**config.mk**
```make
export PLATFORM = sky130hd
export DESIGN_NAME = field_signal_conditioning_dsp
export DESIGN_NICKNAME = d
export VERILOG_FILES = /design/src/verilog/field_dsp_pkg.sv /design/src/verilog/signal_conditioner.sv /design/src/verilog/field_signal_conditioning_dsp.sv
export SDC_FILE = /design/constraint.sdc
export NUM_CORES = 1
export LEC_CHECK = 0
export ABC_AREA = 1
export BUFFER_PORTS_ARGS = -buffer_cell sky130_fd_sc_hd__buf_4
export CORE_UTILIZATION = 45
export DETAILED_ROUTE_END_ITERATION = 16
export MAX_ROUTING_LAYER = met4
export PLACE_DENSITY_LB_ADDON = 0.15
export SETUP_SLACK_MARGIN = 0.02
export SLEW_MARGIN = 20
export SYNTH_ARGS = -nofsm -noshare
export SYNTH_HDL_FRONTEND = slang
export SYNTH_SLANG_ARGS = --single-unit
```
**constraint.sdc**
```tcl
create_clock -name mclk -period 11.87 [get_ports mclk]
set_input_delay 1.187 -clock mclk [delete_from_list [all_inputs] [get_ports mclk]]
set_output_delay 1.187 -clock mclk [all_outputs]
set_load 0.02 [all_outputs]
```
**src/verilog/field_dsp_pkg.sv**
```systemverilog
package field_dsp_pkg;

  // ==========================================================
  // Register addresses on the decoded command port
  localparam logic [3:0] ADDR_MODE       = 4'h0;
  localparam logic [3:0] ADDR_LIN_TC     = 4'h1;
  localparam logic [3:0] ADDR_QUAD_TC    = 4'h2;
  localparam logic [3:0] ADDR_GAIN       = 4'h3;
  localparam logic [3:0] ADDR_OFFSET     = 4'h4;
  localparam logic [3:0] ADDR_CLAMP_LOW  = 4'h5;
  localparam logic [3:0] ADDR_CLAMP_HIGH = 4'h6;
  localparam logic [3:0] ADDR_LOCK       = 4'h7;
  localparam logic [3:0] ADDR_RAW        = 4'h8;

  // ==========================================================
  // Field widths and positions
  localparam int CMD_ADDR_W   = 4;
  localparam int CMD_DATA_W   = 16;
  localparam int MODE_W       = 6;
  localparam int RANGE_LSB    = 0;
  localparam int FILTER_LSB   = 3;
  localparam int SEL_W        = 3;
  localparam int RAW_W        = 14;
  localparam int GAIN_W       = 14;
  localparam int GAIN_FRAC    = 11;
  localparam int OFFSET_W     = 11;
  localparam int CLAMP_LOW_W  = 11;
  localparam int CLAMP_HIGH_W = 12;
  localparam int OUT_W        = 12;
  localparam int SUM_W        = 18;
  localparam int TC_W         = 8;
  localparam int RANGE_MT_W   = 8;
  localparam int CORNER_HZ_W  = 12;

  // ==========================================================
  // Reset values
  localparam logic [MODE_W-1:0]       MODE_RST       = 6'h00;
  localparam logic [TC_W-1:0]         TC_RST         = 8'h00;
  localparam logic [GAIN_W-1:0]       GAIN_RST       = 14'h0800;
  localparam logic [OFFSET_W-1:0]     OFFSET_RST     = 11'h000;
  localparam logic [CLAMP_LOW_W-1:0]  CLAMP_LOW_RST  = 11'h000;
  localparam logic [CLAMP_HIGH_W-1:0] CLAMP_HIGH_RST = 12'h800;

  // Full supply in output steps
  localparam logic [SUM_W-1:0] FULL_SUPPLY = 18'h00800;

endpackage

```
**src/verilog/signal_conditioner.sv**
```systemverilog
`timescale 1ns/100ps
module signal_conditioner #(
  parameter int RAW_W        = field_dsp_pkg::RAW_W,
  parameter int GAIN_W       = field_dsp_pkg::GAIN_W,
  parameter int OFFSET_W     = field_dsp_pkg::OFFSET_W,
  parameter int CLAMP_LOW_W  = field_dsp_pkg::CLAMP_LOW_W,
  parameter int CLAMP_HIGH_W = field_dsp_pkg::CLAMP_HIGH_W,
  parameter int OUT_W        = field_dsp_pkg::OUT_W
) (
  input  wire logic                    mclk,
  input  wire logic                    rst,
  input  wire logic                    sampleValid,
  input  wire logic [RAW_W-1:0]        sampleRaw,
  input  wire logic [GAIN_W-1:0]       gain,
  input  wire logic [OFFSET_W-1:0]     offset,
  input  wire logic [CLAMP_LOW_W-1:0]  clampLow,
  input  wire logic [CLAMP_HIGH_W-1:0] clampHigh,
  output logic      [OUT_W-1:0]        outCode_q,
  output logic                         outValid_q
);

  localparam int PROD_W = RAW_W + GAIN_W;
  localparam int SUM_W  = field_dsp_pkg::SUM_W;
  localparam int FRAC   = field_dsp_pkg::GAIN_FRAC;

  logic signed [PROD_W-1:0] product;
  logic signed [SUM_W-1:0]  scaled;
  logic signed [SUM_W-1:0]  offsetExt;
  logic signed [SUM_W-1:0]  sum;
  logic signed [SUM_W-1:0]  topLimit;
  logic signed [SUM_W-1:0]  highLimit;
  logic signed [SUM_W-1:0]  lowLimit;
  logic signed [SUM_W-1:0]  limited;
  logic signed [SUM_W-1:0]  result;

  // ==========================================================
  // Multiply, add, limit
  always_comb begin
    product   = $signed(sampleRaw) * $signed(gain);
    scaled    = SUM_W'(product >>> FRAC);
    offsetExt = SUM_W'($signed({offset, 1'b0}));
    sum       = scaled + offsetExt;
    topLimit  = offset[OFFSET_W-1] ? offsetExt + $signed(field_dsp_pkg::FULL_SUPPLY)
                                   : $signed(field_dsp_pkg::FULL_SUPPLY);
    highLimit = $signed(SUM_W'(clampHigh));
    lowLimit  = $signed(SUM_W'(clampLow));
    limited   = (sum > topLimit) ? topLimit : sum;
    if (limited > highLimit) begin
      limited = highLimit;
    end
    result = (limited < lowLimit) ? lowLimit : limited;
  end

  // ==========================================================
  // One output code per valid input sample
  always_ff @(posedge mclk) begin
    if (rst) begin
      outCode_q  <= '0;
      outValid_q <= 1'b0;
    end else begin
      outValid_q <= sampleValid;
      if (sampleValid) begin
        outCode_q <= result[OUT_W-1:0];
      end
    end
  end

endmodule

```
**src/verilog/field_signal_conditioning_dsp.sv**
```systemverilog
`timescale 1ns/100ps
module field_signal_conditioning_dsp #(
  parameter int CMD_ADDR_W = field_dsp_pkg::CMD_ADDR_W,
  parameter int CMD_DATA_W = field_dsp_pkg::CMD_DATA_W,
  parameter int TC_W       = field_dsp_pkg::TC_W
) (
  input  wire logic                                   mclk,
  input  wire logic                                   rst,
  input  wire logic                                   cmdValid,
  input  wire logic                                   cmdWrite,
  input  wire logic [CMD_ADDR_W-1:0]                  cmdAddr,
  input  wire logic [CMD_DATA_W-1:0]                  cmdData,
  input  wire logic                                   sampleValid,
  input  wire logic [field_dsp_pkg::RAW_W-1:0]        sampleRaw,
  input  wire logic                                   lockNvIn,
  output logic                                        replyValid_q,
  output logic      [CMD_DATA_W-1:0]                  replyData_q,
  output logic                                        analogOff_q,
  output logic                                        lockNvSet_q,
  output logic                                        lockActive_q,
  output logic      [field_dsp_pkg::SEL_W-1:0]        rangeSel_q,
  output logic      [field_dsp_pkg::RANGE_MT_W-1:0]   rangeMt_q,
  output logic      [field_dsp_pkg::SEL_W-1:0]        cornerSel_q,
  output logic      [field_dsp_pkg::CORNER_HZ_W-1:0]  cornerHz_q,
  output logic      [TC_W-1:0]                        linearTempCoeff_q,
  output logic      [TC_W-1:0]                        quadraticTempCoeff_q,
  output logic      [field_dsp_pkg::OUT_W-1:0]        outCode_q,
  output logic                                        outValid_q
);

  localparam int SEL_W = field_dsp_pkg::SEL_W;

  logic [field_dsp_pkg::MODE_W-1:0]       mode_q;
  logic [field_dsp_pkg::GAIN_W-1:0]       gain_q;
  logic [field_dsp_pkg::OFFSET_W-1:0]     quiescentOffset_q;
  logic [field_dsp_pkg::CLAMP_LOW_W-1:0]  clampLow_q;
  logic [field_dsp_pkg::CLAMP_HIGH_W-1:0] clampHigh_q;
  logic [field_dsp_pkg::RAW_W-1:0]        rawSample_q;
  logic                                   started_q;
  logic                                   cmdTaken;
  logic                                   cmdWr;
  logic [CMD_DATA_W-1:0]                  readData;

  // ==========================================================
  // Mode decoding
  function automatic logic [field_dsp_pkg::RANGE_MT_W-1:0] rangeMillitesla(input logic [SEL_W-1:0] code);
    unique case (code)
      3'h0: rangeMillitesla = 8'h1E;
      3'h4: rangeMillitesla = 8'h28;
      3'h5: rangeMillitesla = 8'h3C;
      3'h1: rangeMillitesla = 8'h4B;
      3'h6: rangeMillitesla = 8'h50;
      3'h2: rangeMillitesla = 8'h5A;
      3'h7: rangeMillitesla = 8'h64;
      3'h3: rangeMillitesla = 8'h96;
    endcase
  endfunction

  function automatic logic [field_dsp_pkg::CORNER_HZ_W-1:0] cornerHertz(input logic [SEL_W-1:0] code);
    unique case (code)
      3'h0:    cornerHertz = 12'h050;
      3'h1:    cornerHertz = 12'h0A0;
      3'h2:    cornerHertz = 12'h1F4;
      3'h3:    cornerHertz = 12'h3E8;
      3'h4:    cornerHertz = 12'h7D0;
      default: cornerHertz = 12'h000;
    endcase
  endfunction

  // ==========================================================
  // Lock capture after power-on release
  always_ff @(posedge mclk) begin
    if (rst) begin
      started_q    <= 1'b0;
      lockActive_q <= 1'b0;
    end else if (!started_q) begin
      started_q    <= 1'b1;
      lockActive_q <= lockNvIn;
    end
  end

  assign cmdTaken = cmdValid && started_q && !lockActive_q;
  assign cmdWr    = cmdTaken && cmdWrite;

  always_ff @(posedge mclk) begin
    if (rst) begin
      lockNvSet_q <= 1'b0;
    end else if (!started_q) begin
      lockNvSet_q <= lockNvIn;
    end else if (cmdWr && cmdAddr == field_dsp_pkg::ADDR_LOCK && cmdData[0]) begin
      lockNvSet_q <= 1'b1;
    end
  end

  // ==========================================================
  // Settings writes
  always_ff @(posedge mclk) begin
    if (rst) begin
      mode_q               <= field_dsp_pkg::MODE_RST;
      linearTempCoeff_q    <= field_dsp_pkg::TC_RST;
      quadraticTempCoeff_q <= field_dsp_pkg::TC_RST;
      gain_q               <= field_dsp_pkg::GAIN_RST;
      quiescentOffset_q    <= field_dsp_pkg::OFFSET_RST;
      clampLow_q           <= field_dsp_pkg::CLAMP_LOW_RST;
      clampHigh_q          <= field_dsp_pkg::CLAMP_HIGH_RST;
    end else if (cmdWr) begin
      unique case (cmdAddr)
        field_dsp_pkg::ADDR_MODE:       mode_q               <= cmdData[field_dsp_pkg::MODE_W-1:0];
        field_dsp_pkg::ADDR_LIN_TC:     linearTempCoeff_q    <= cmdData[TC_W-1:0];
        field_dsp_pkg::ADDR_QUAD_TC:    quadraticTempCoeff_q <= cmdData[TC_W-1:0];
        field_dsp_pkg::ADDR_GAIN:       gain_q               <= cmdData[field_dsp_pkg::GAIN_W-1:0];
        field_dsp_pkg::ADDR_OFFSET:     quiescentOffset_q    <= cmdData[field_dsp_pkg::OFFSET_W-1:0];
        field_dsp_pkg::ADDR_CLAMP_LOW: begin
          if (cmdData[field_dsp_pkg::CLAMP_LOW_W-1]) begin
            clampLow_q <= {1'b1, {(field_dsp_pkg::CLAMP_LOW_W-1){1'b0}}};
          end else begin
            clampLow_q <= cmdData[field_dsp_pkg::CLAMP_LOW_W-1:0];
          end
        end
        field_dsp_pkg::ADDR_CLAMP_HIGH: begin
          if (cmdData[field_dsp_pkg::CLAMP_HIGH_W-1]) begin
            clampHigh_q <= {1'b1, {(field_dsp_pkg::CLAMP_HIGH_W-1){1'b0}}};
          end else begin
            clampHigh_q <= cmdData[field_dsp_pkg::CLAMP_HIGH_W-1:0];
          end
        end
        default: ;
      endcase
    end
  end

  // ==========================================================
  // Mode outputs
  always_ff @(posedge mclk) begin
    if (rst) begin
      rangeSel_q  <= '0;
      rangeMt_q   <= '0;
      cornerSel_q <= '0;
      cornerHz_q  <= '0;
    end else begin
      rangeSel_q  <= mode_q[field_dsp_pkg::RANGE_LSB +: SEL_W];
      rangeMt_q   <= rangeMillitesla(mode_q[field_dsp_pkg::RANGE_LSB +: SEL_W]);
      cornerSel_q <= mode_q[field_dsp_pkg::FILTER_LSB +: SEL_W];
      cornerHz_q  <= cornerHertz(mode_q[field_dsp_pkg::FILTER_LSB +: SEL_W]);
    end
  end

  // ==========================================================
  // Raw sample capture, sign kept as delivered
  always_ff @(posedge mclk) begin
    if (rst) begin
      rawSample_q <= '0;
    end else if (sampleValid) begin
      rawSample_q <= sampleRaw;
    end
  end

  // ==========================================================
  // Read answers
  always_comb begin
    readData = '0;
    unique case (cmdAddr)
      field_dsp_pkg::ADDR_MODE:       readData = CMD_DATA_W'(mode_q);
      field_dsp_pkg::ADDR_LIN_TC:     readData = CMD_DATA_W'(linearTempCoeff_q);
      field_dsp_pkg::ADDR_QUAD_TC:    readData = CMD_DATA_W'(quadraticTempCoeff_q);
      field_dsp_pkg::ADDR_GAIN:       readData = CMD_DATA_W'(gain_q);
      field_dsp_pkg::ADDR_OFFSET:     readData = CMD_DATA_W'(quiescentOffset_q);
      field_dsp_pkg::ADDR_CLAMP_LOW:  readData = CMD_DATA_W'(clampLow_q);
      field_dsp_pkg::ADDR_CLAMP_HIGH: readData = CMD_DATA_W'(clampHigh_q);
      field_dsp_pkg::ADDR_LOCK:       readData = CMD_DATA_W'(lockNvSet_q);
      field_dsp_pkg::ADDR_RAW:        readData = CMD_DATA_W'(rawSample_q);
      default:                        readData = '0;
    endcase
  end

  always_ff @(posedge mclk) begin
    if (rst) begin
      replyValid_q <= 1'b0;
      replyData_q  <= '0;
      analogOff_q  <= 1'b0;
    end else begin
      replyValid_q <= cmdTaken && !cmdWrite;
      analogOff_q  <= cmdTaken;
      if (cmdTaken && !cmdWrite) begin
        replyData_q <= readData;
      end
    end
  end

  // ==========================================================
  // Conditioning datapath
  signal_conditioner u_conditioner (
    .mclk        (mclk),
    .rst         (rst),
    .sampleValid (sampleValid),
    .sampleRaw   (sampleRaw),
    .gain        (gain_q),
    .offset      (quiescentOffset_q),
    .clampLow    (clampLow_q),
    .clampHigh   (clampHigh_q),
    .outCode_q   (outCode_q),
    .outValid_q  (outValid_q)
  );

endmodule

```
==> qor.json, run 1 <==
{
  "run_status": {
    "run_status": "complete, no violations"
  },
  "synth": {
    "synthDistinctLibCells": 49,
    "yosys_most_used_dff": "dfxtp_1",
    "synth.area.mux_share": 0,
    "synth_sequential_area_ratio": 0.190,
    "synth_fa_ha_area_frac": 0.366,
    "ys_seq_elements": 139,
    "synth_enable_flop_cells": 0,
    "dominant_combinational_cell_family_by_area_after_synthesis": "adder cells",
    "mappedNetlistArea_sq_um": 14700,
    "synthesized_area_fraction_occupied_by_ao_oa_aoi_and_oai_cells": 0.108,
    "synthesis.area_per_instance_sq_um": 7.55,
    "synth_simple_gate_area_share": 0.185,
    "ys.warnings.count": 0,
    "async_flop_share": 0,
    "netlist_instances": 1945,
    "post_synth_xor_area_fraction": 0.0215
  },
  "die": {
    "top_level_port_count": 115,
    "die-area_sq_um": 33300,
    "fp.dieH_um": 183,
    "fp.coreArea_sq_um": 31800,
    "initial_utilization": 0.461,
    "die_w_um": 183,
    "rows": 65
  },
  "timing": {
    "finalClockSkew_ns": 0.00876,
    "final_setup_violation_count": 0,
    "tightest_slew_ns": 1.03,
    "final-hold-violation-count": 0,
    "timing_max_transition_violations_final": 0,
    "tns_ns": 0,
    "post-route-worst-setup-slack_ns": 0.603,
    "final_period_minus_worst_setup_slack_ns": 11.27,
    "fmax_mhz": 88.8,
    "relSlewSlack": 0.312,
    "layout_worst_path_cycle_share": 0.949
  },
  "setup_path": {
    "crit_path_start": "sampleRaw[7]",
    "rr_startpoint": "gain_q[1]",
    "worst-r2r-setup-slack_ns": 0.91,
    "critical_path.max_fanout": 7,
    "critPathCaptureType": "register",
    "timing.reg2reg.worst_path_depth": 61,
    "rr_endpoint": "u_conditioner.outCode_q[2]",
    "worst-endpoint-required_ns": 12.22,
    "timing.critical_path.slowest_cell_delay_ns": 0.54,
    "critPathSlowestCell": "fa_1",
    "startpoint_type": "primary input",
    "critPathKind": "primary input to register",
    "cp.arrival_ns": 11.62
  },
  "grt": {
    "global_route.overflow_total": 0,
    "grt_pass1_wl_mm": 65.6,
    "grt_pass1_vias": 12917,
    "grt_util_all_layers": 0.259,
    "number_of_antenna_violations_at_the_first_check_in_global_routing": 0,
    "grt_max_degree": 67
  },
  "layout": {
    "design_area_sq_um": 17600,
    "n_antenna_cell": 0,
    "syn2layout_area_growth_pct": 19.8,
    "post_route_cells_drive_above_1_share": 0.157,
    "nNetsFinal": 2489
  },
  "cts": {
    "numClockSinks": 139,
    "cts_buffers": 17,
    "clock_transition_at_the_registers_of_the_reported_paths_ns": 0.06,
    "cts.hold.buffers_added": 0,
    "clk_latency_ns": 0.42,
    "cts_max_path_buffers": 2,
    "cts_tree": "done",
    "htreeDepth": 4,
    "cts_root_buf": "clkbuf_16"
  },
  "pwr": {
    "power.leakage_nw": 9.51,
    "power_density_nw_per_um2": 82.5,
    "vdd_drop_max_mv": 0.0689
  },
  "min_path": {
    "worstHoldPathCells": 2,
    "hold_path_startpoint": "rawSample_q[12]",
    "min_delay_worst_endpoint": "rawSample_q[12]",
    "worstHoldPathType": "register to register"
  },
  "detailed_routing": {
    "drt-vias-per-instance": 5.02,
    "dr.first_iter.drc_count": 790,
    "drtPass1Iterations": 5,
    "routed_wl_mm": 40.5,
    "detail-route-antenna-nets": 0,
    "drc": 0,
    "routed-via-count": 12965,
    "drt-wirelength-per-cell_um": 15.7
  },
  "flow_run": {
    "max_cap_violations": 0
  },
  "placed_design": {
    "io_buffers": 107,
    "dp_hpwl_mm": 32.3,
    "placement.setup.worst_slack_ns": -0.422,
    "dpl-instance-area_sq_um": 16700,
    "replace_congestion": 0.919
  }
}
## worst max path at each step
stage / end / slack [ns] / cells after the start
floorplan: u_conditioner.outCode_q[0] / 0.43 / 68
finish: u_conditioner.outCode_q[2] / 0.60 / 65
global route: u_conditioner.outCode_q[0] / -0.05 / 65
CTS: u_conditioner.outCode_q[2] / 0.09 / 66
global placement: u_conditioner.outCode_q[7] / -0.27 / 66
detailed placement: u_conditioner.outCode_q[10] / -0.42 / 66
## cell usage in the layout (no fill, tap or decap), types with 7 or more instances in the layout
cell type / Yosys / layout
inv_1: 424 / 422
nand2_1: 431 / 420
buf_4: 5 / 237
fa_1: 195 / 195
dfxtp_1: 139 / 139
nor2_1: 136 / 133
a21oi_1: 121 / 116
ha_1: 117 / 115
o21ai_0: 102 / 86
nand3_1: 65 / 61
xnor2_1: 18 / 18
nand2_2: 10 / 17
xor2_1: 18 / 17
clkbuf_16: 0 / 17
a211oi_1: 14 / 13
o21ai_2: 0 / 10
o22ai_1: 9 / 9
nand4_1: 7 / 7
o21ai_1: 1 / 7
## area by class of cell
cell class	count	area [sq um]
clock buffers	17	425
clock inverters	14	185
fillers	3062	14200
inverters	429	1610
multi-input cells	1310	10200
flip-flops and latches	139	2780
well taps	435	544
repair buffers	240	1810
## repair_timing
| action | in CTS | in global routing |
|---|---|---|
| endpoints found under the setup margin | 11 | 11 |
| setup buffers | 0 | 8 |
| gates cloned | 0 | 2 |
| gates resized for setup | 2 | 65 |
| pin swaps | 0 | 34 |
## logic make-up (layout without fill, tap and decap cells)
group | after synthesis | count (layout)
AND/OR/NAND/NOR | 672 | 674
buffers and inverters | 502 | 700
adder cells (fa/ha/maj) | 312 | 312
AO/OA/AOI/OAI | 283 | 283
flip-flops | 139 | 139
XOR/XNOR | 36 | 36
other | 1 | 5
## cell usage after synthesis (all sizes together), types with 18 or more instances
cell	instances	area [sq um]
a21oi	122	614
clkbuf	61	229
dfxtp	139	2780
fa	195	3900
ha	117	1460
inv	425	1600
nand2	441	1680
nand3	65	325
nor2	139	529
o21ai	103	515
xnor2	18	158
xor2	18	158
## routing by layer
metal  GRT usage  up-vias  part of all wire
met4      0.0780        0             0.027
met2       0.418      386              0.47
li1            -     6343                 -
met1       0.341     6178              0.45
met5           -        -                 0
met3      0.0317       58             0.058
## power by group
| group | internal (W) | total (W) | switching (W) |
|---|---|---|---|
| logic | 0.000171 | 0.000410 | 0.000239 |
| registers | 0.000478 | 0.000486 | 0.00000705 |
| clock network | 0.000335 | 0.000554 | 0.000220 |
| total | 0.000984 | 0.00145 | 0.000466 |
## state kept, by name, summed over array words and instances (netlist names)
name,cells
lockActive_q,1
clampLow_q,11
quiescentOffset_q,11
rangeSel_q,3
cornerSel_q,3
quadraticTempCoeff_q,8
rangeMt_q,8
lockNvSet_q,1
gain_q,14
mode_q,6
analogOff_q,1
rawSample_q,14
started_q,1
u_conditioner.outValid_q,1
replyData_q,14
replyValid_q,1
u_conditioner.outCode_q,12
linearTempCoeff_q,8
cornerHz_q,9
clampHigh_q,12
## per-stage QoR
stage	power, W	cells	utilization	hold slack, ns
6_report	0.00145	2584	0.553	0.459
4_1_cts	0.00142	2574	0.544	0.459
3_3_place_gp	0.000863	2543	0.524	0.452
5_1_grt	0.00153	2584	0.553	0.472
3_5_place_dp	0.000870	2543	0.524	0.451
2_1_floorplan	0.000733	1949	-	0.428
## critical path, delay by kind of cell
| kind | cells | cell delay [ns] |
|---|---|---|
| AO/OA/AOI/OAI | 13 | 1.93 |
| XOR/XNOR | 2 | 0.31 |
| adder cells (fa/ha/maj) | 11 | 4.53 |
| buffers and inverters | 11 | 0.93 |
| AND/OR/NAND/NOR | 28 | 2.73 |
(Power assumes the default switching activity.)
==> run 2, diff against run 1 <==
- ABC_AREA: 1 -> not set
==> run 2 against run 1 <==
The run now ends with setup timing left. Critical path depth shrank 4. Clock skew grew 0.00099 ns. Count of clock-buffer cells in the layout grew 3.
==> qor.json, run 2 <==
{
  "layout": {
    "layout_commonest_cell": "buf_4",
    "syn2layout_area_growth_pct": 24.7,
    "most-common-layout-cells": "buf_4, inv_1, nand2_1",
    "design_area": {"value": 18500, "unit": "sq um", "change": "+5.3%"},
    "post_route_cells_drive_above_1_share": {"value": 0.219, "change": "+0.0617"},
    "biggestRegsByFlops": "gain_q (14), rawSample_q (14), replyData_q (14)",
    "nNetsFinal": {"value": 2307, "change": "-7.3%"}
  },
  "die": {
    "fp.coreArea": {"value": 32500, "unit": "sq um", "change": "+2.3%"},
    "fp.dieH": {"value": 184, "unit": "um", "change": "+0.58%"},
    "die-area": {"value": 33700, "unit": "sq um", "change": "+1.2%"},
    "die_w": {"value": 184, "unit": "um", "change": "+0.58%"},
    "top_level_port_count": {"value": 115, "change": "unchanged"},
    "rows": {"value": 66, "change": "+1.5%"},
    "initial_utilization": {"value": 0.456, "change": "-0.00518"}
  },
  "cts": {
    "cts.hold.buffers_added": {"value": 0, "change": "unchanged"},
    "cts_tree": "done",
    "cts_buffers": {"value": 17, "change": "unchanged"},
    "numClockSinks": {"value": 139, "change": "unchanged"},
    "cts_root_buf": "clkbuf_16",
    "clk_latency": {"value": 0.42, "unit": "ns", "change": "about the same"},
    "cts_max_path_buffers": {"value": 2, "change": "unchanged"},
    "htreeDepth": {"value": 4, "change": "unchanged"},
    "clock_transition_at_the_registers_of_the_reported_paths": {"value": 0.06, "unit": "ns", "change": "about the same"}
  },
  "synth": {
    "dominant_combinational_cell_family_by_area_after_synthesis": "adder cells",
    "synth_sequential_area_ratio": {"value": 0.187, "change": "-0.00219"},
    "synth_most_common_cell": "inv_1",
    "synth_area_leaders": "fa_1, dfxtp_1, ha_1",
    "yosys_most_used_dff": "dfxtp_1",
    "netlist_instances": {"value": 1686, "change": "-13%"},
    "post_synth_xor_area_fraction": {"value": 0.0212, "change": "-0.000248"},
    "synth.area.mux_share": {"value": 0.0405, "change": "+0.0405"},
    "top_post_synthesis_cells_by_count": "inv_1, nand2_1, fa_1, dfxtp_1, nor2_1",
    "synthesis.area_per_instance": {"value": 8.81, "unit": "sq um", "change": "+17%"},
    "ys_seq_elements": {"value": 139, "change": "unchanged"},
    "synth_enable_flop_cells": {"value": 0, "change": "unchanged"},
    "synth_fa_ha_area_frac": {"value": 0.362, "change": "-0.00422"},
    "synth_top_cell_by_area": "fa_1",
    "synth_simple_gate_area_share": {"value": 0.177, "change": "-0.00778"},
    "async_flop_share": {"value": 0, "change": "unchanged"},
    "ys.warnings.count": {"value": 0, "change": "unchanged"},
    "synthDistinctLibCells": {"value": 75, "change": "+53%"},
    "synthesized_area_fraction_occupied_by_ao_oa_aoi_and_oai_cells": {"value": 0.127, "change": "+0.0194"},
    "yosys.area.top_type_share": {"value": 0.263, "change": "-0.00307"},
    "mappedNetlistArea": {"value": 14800, "unit": "sq um", "change": "+1.2%"}
  },
  "grt": {
    "grt_max_degree": {"value": 78, "change": "+16%"},
    "grt_util_all_layers": {"value": 0.280, "change": "+0.0205"},
    "global_route.overflow_total": {"value": 0, "change": "unchanged"},
    "number_of_antenna_violations_at_the_first_check_in_global_routing": {"value": 0, "change": "unchanged"},
    "grt_pass1_wl": {"value": 70.9, "unit": "mm", "change": "+8.0%"},
    "grt_pass1_vias": {"value": 12710, "change": "-1.6%"}
  },
  "setup_path": {
    "buffering_stage_count_on_the_worst_path_with_inverters_included": {"value": 9, "change": "-2"},
    "critical_path.most_common_cell": "fa_1",
    "timing.critical_path.slowest_cell_delay": {"value": 0.58, "unit": "ns", "change": "+0.04 ns"},
    "worst-endpoint-required": {"value": 12.18, "unit": "ns", "change": "-0.04 ns"},
    "critPathKind": "primary input to register",
    "critical-path-top-delay-family": "compound AO/OA/AOI/OAI gates",
    "startpoint_type": "primary input",
    "critPathCaptureType": "register",
    "critical_path.max_fanout": {"value": 8, "change": "+1"},
    "cp.arrival": {"value": 13.40, "unit": "ns", "change": "+1.78 ns"},
    "critPathSlowestCell": "fa_1"
  },
  "detailed_routing": {
    "drc": {"value": 0, "change": "unchanged"},
    "drt-wirelength-per-cell": {"value": 18.3, "unit": "um", "change": "+17%"},
    "drt-vias-per-instance": {"value": 5.31, "change": "+5.9%"},
    "dr.first_iter.drc_count": {"value": 866, "change": "+9.6%"},
    "routed-via-count": {"value": 12814, "change": "-1.2%"},
    "routed_wl": {"value": 44.1, "unit": "mm", "change": "+8.9%"},
    "detail-route-antenna-nets": {"value": 0, "change": "unchanged"},
    "drtPass1Iterations": {"value": 7, "change": "+2"}
  },
  "placed_design": {
    "io_buffers": {"value": 107, "change": "unchanged"},
    "dpl-instance-area": {"value": 17500, "unit": "sq um", "change": "+4.8%"},
    "replace_congestion": {"value": 0.943, "change": "+2.6%"},
    "dp_hpwl": {"value": 35.4, "unit": "mm", "change": "+9.6%"}
  },
  "timing": {
    "post-route-worst-setup-slack": {"value": -1.22, "unit": "ns", "change": "-1.82 ns"},
    "tightest_slew": {"value": 1.12, "unit": "ns", "change": "+0.0930 ns"},
    "final_setup_violation_count": {"value": 11, "change": "+11"},
    "relSlewSlack": {"value": 0.250, "change": "-0.0622"},
    "rsz0062_at_grt": "true",
    "layout_worst_path_cycle_share": {"value": 1.10, "change": "+0.154"},
    "final-hold-violation-count": {"value": 0, "change": "unchanged"},
    "final_period_minus_worst_setup_slack": {"value": 13.09, "unit": "ns", "change": "+1.82 ns"},
    "timing_max_transition_violations_final": {"value": 0, "change": "unchanged"},
    "fmax": {"value": 76.4, "unit": "MHz", "change": "-14%"},
    "finalClockSkew": {"value": 0.00975, "unit": "ns", "change": "+0.000993 ns"}
  },
  "run_status": {
    "violations_in_the_final_reports": "setup timing",
    "run_status": "finished with violations"
  },
  "pwr": {
    "p_seq_frac": {"value": 0.328, "change": "-0.007"},
    "share_clk_of_total_power": {"value": 0.387, "change": "+0.005"},
    "switching_share": {"value": 0.298, "change": "-0.0228"},
    "power_report.internal_total": {"value": 0.00104, "unit": "W", "change": "+5.2%"},
    "p_total": {"value": 0.00148, "unit": "W", "change": "+1.8%"},
    "vdd_drop_max": {"value": 0.105, "unit": "mV", "change": "+53%"},
    "power_switching": {"value": 0.000440, "unit": "W", "change": "-5.4%"},
    "power_density": {"value": 79.7, "unit": "nW/um^2", "change": "-3.4%"},
    "power.share.combinational": {"value": 0.285, "change": "+0.002"},
    "power.leakage": {"value": 9.00, "unit": "nW", "change": "-5.3%"}
  },
  "min_path": {
    "worstHoldPathType": "register to register"
  },
  "flow_run": {
    "max_cap_violations": {"value": 0, "change": "unchanged"}
  }
}
## run 2: cell count changes in the layout (fill, tap and decap cells not counted), sizes merged, moves of 77 or more
cell | before | now
buf | 240 | 329
and2 | 1 | 106
o21ai | 103 | 26
nand2 | 443 | 201
inv | 430 | 242
## run 2: final timing paths
check / cells after the start / startpoint / slack, ns / endpoint
setup / recovery: 61 / sampleRaw[6] / -1.22 / u_conditioner.outCode_q[3]
setup reg to reg: 59 / gain_q[2] / -0.86 / u_conditioner.outCode_q[3]
hold / removal: 2 / clampHigh_q[10] / 0.48 / clampHigh_q[10]
hold reg to reg: 2 / clampHigh_q[10] / 0.48 / clampHigh_q[10]
## run 2: power groups by stage
stage / Sequential [W] / Combinational, W / Clock, W
final: 0.000483 / 0.000421 / 0.000572
after global routing: 0.000484 / 0.000461 / 0.000603
after CTS: 0.000483 / 0.000404 / 0.000579
after detailed placement: 0.000493 / 0.000372 / 0
after global placement: 0.000493 / 0.000372 / 0
after floorplan: 0.000499 / 0.000223 / 0
## run 2: cell families after synthesis
logic type / Yosys count
AO/OA/AOI/OAI: 267
XOR/XNOR: 36
adder cells (fa/ha/maj): 312
buffers and inverters: 325
flip-flops: 139
multiplexers: 58
other: 1
AND/OR/NAND/NOR: 548
## run 2: per-layer routing
| metal | up-vias | wire length [um] | global-route usage |
|---|---|---|---|
| met5 | - | 0 | - |
| met4 | 0 | 764 | 0.0570 |
| met3 | 67 | 2070 | 0.0313 |
| met2 | 350 | 20900 | 0.438 |
| met1 | 6335 | 20300 | 0.391 |
| li1 | 6062 | - | - |
## run 2: area by class of cell
cell class / count / area [sq um]
Antenna cell: 1 / 2.50
Clock buffer: 20 / 447
Clock inverter: 12 / 184
Fill cell: 3094 / 14000
Inverter: 239 / 897
Multi-Input combinational cell: 1229 / 11100
Sequential cell: 139 / 2780
Tap cell: 442 / 553
Timing Repair Buffer: 329 / 2520
## run 2: timing repair
action,4_1_cts,5_1_grt
resized for setup,32,8
cloned,2,1
hold endpoints to repair,0,0
setup buffers,17,8
setup endpoints to repair,12,12
pin swaps,20,6
## run 2: per-stage QoR
step	util	setup TNS (ns)	cells	hold WS (ns)	worst slack, ns
final	0.569	-13.03	2411	0.482	-1.22
after global placement	0.537	-21.24	2350	0.457	-1.91
after CTS	0.565	-12.02	2401	0.478	-1.13
after global routing	0.569	-20.94	2410	0.495	-1.88
after floorplan	-	-15.65	1690	0.444	-1.47
after detailed placement	0.537	-22.21	2350	0.470	-2.02
## run 2: worst min-delay path: stages, from the launching register on
cell     delay (ns)
dfxtp_1        0.33
nand2_1        0.06
a21oi_1        0.05
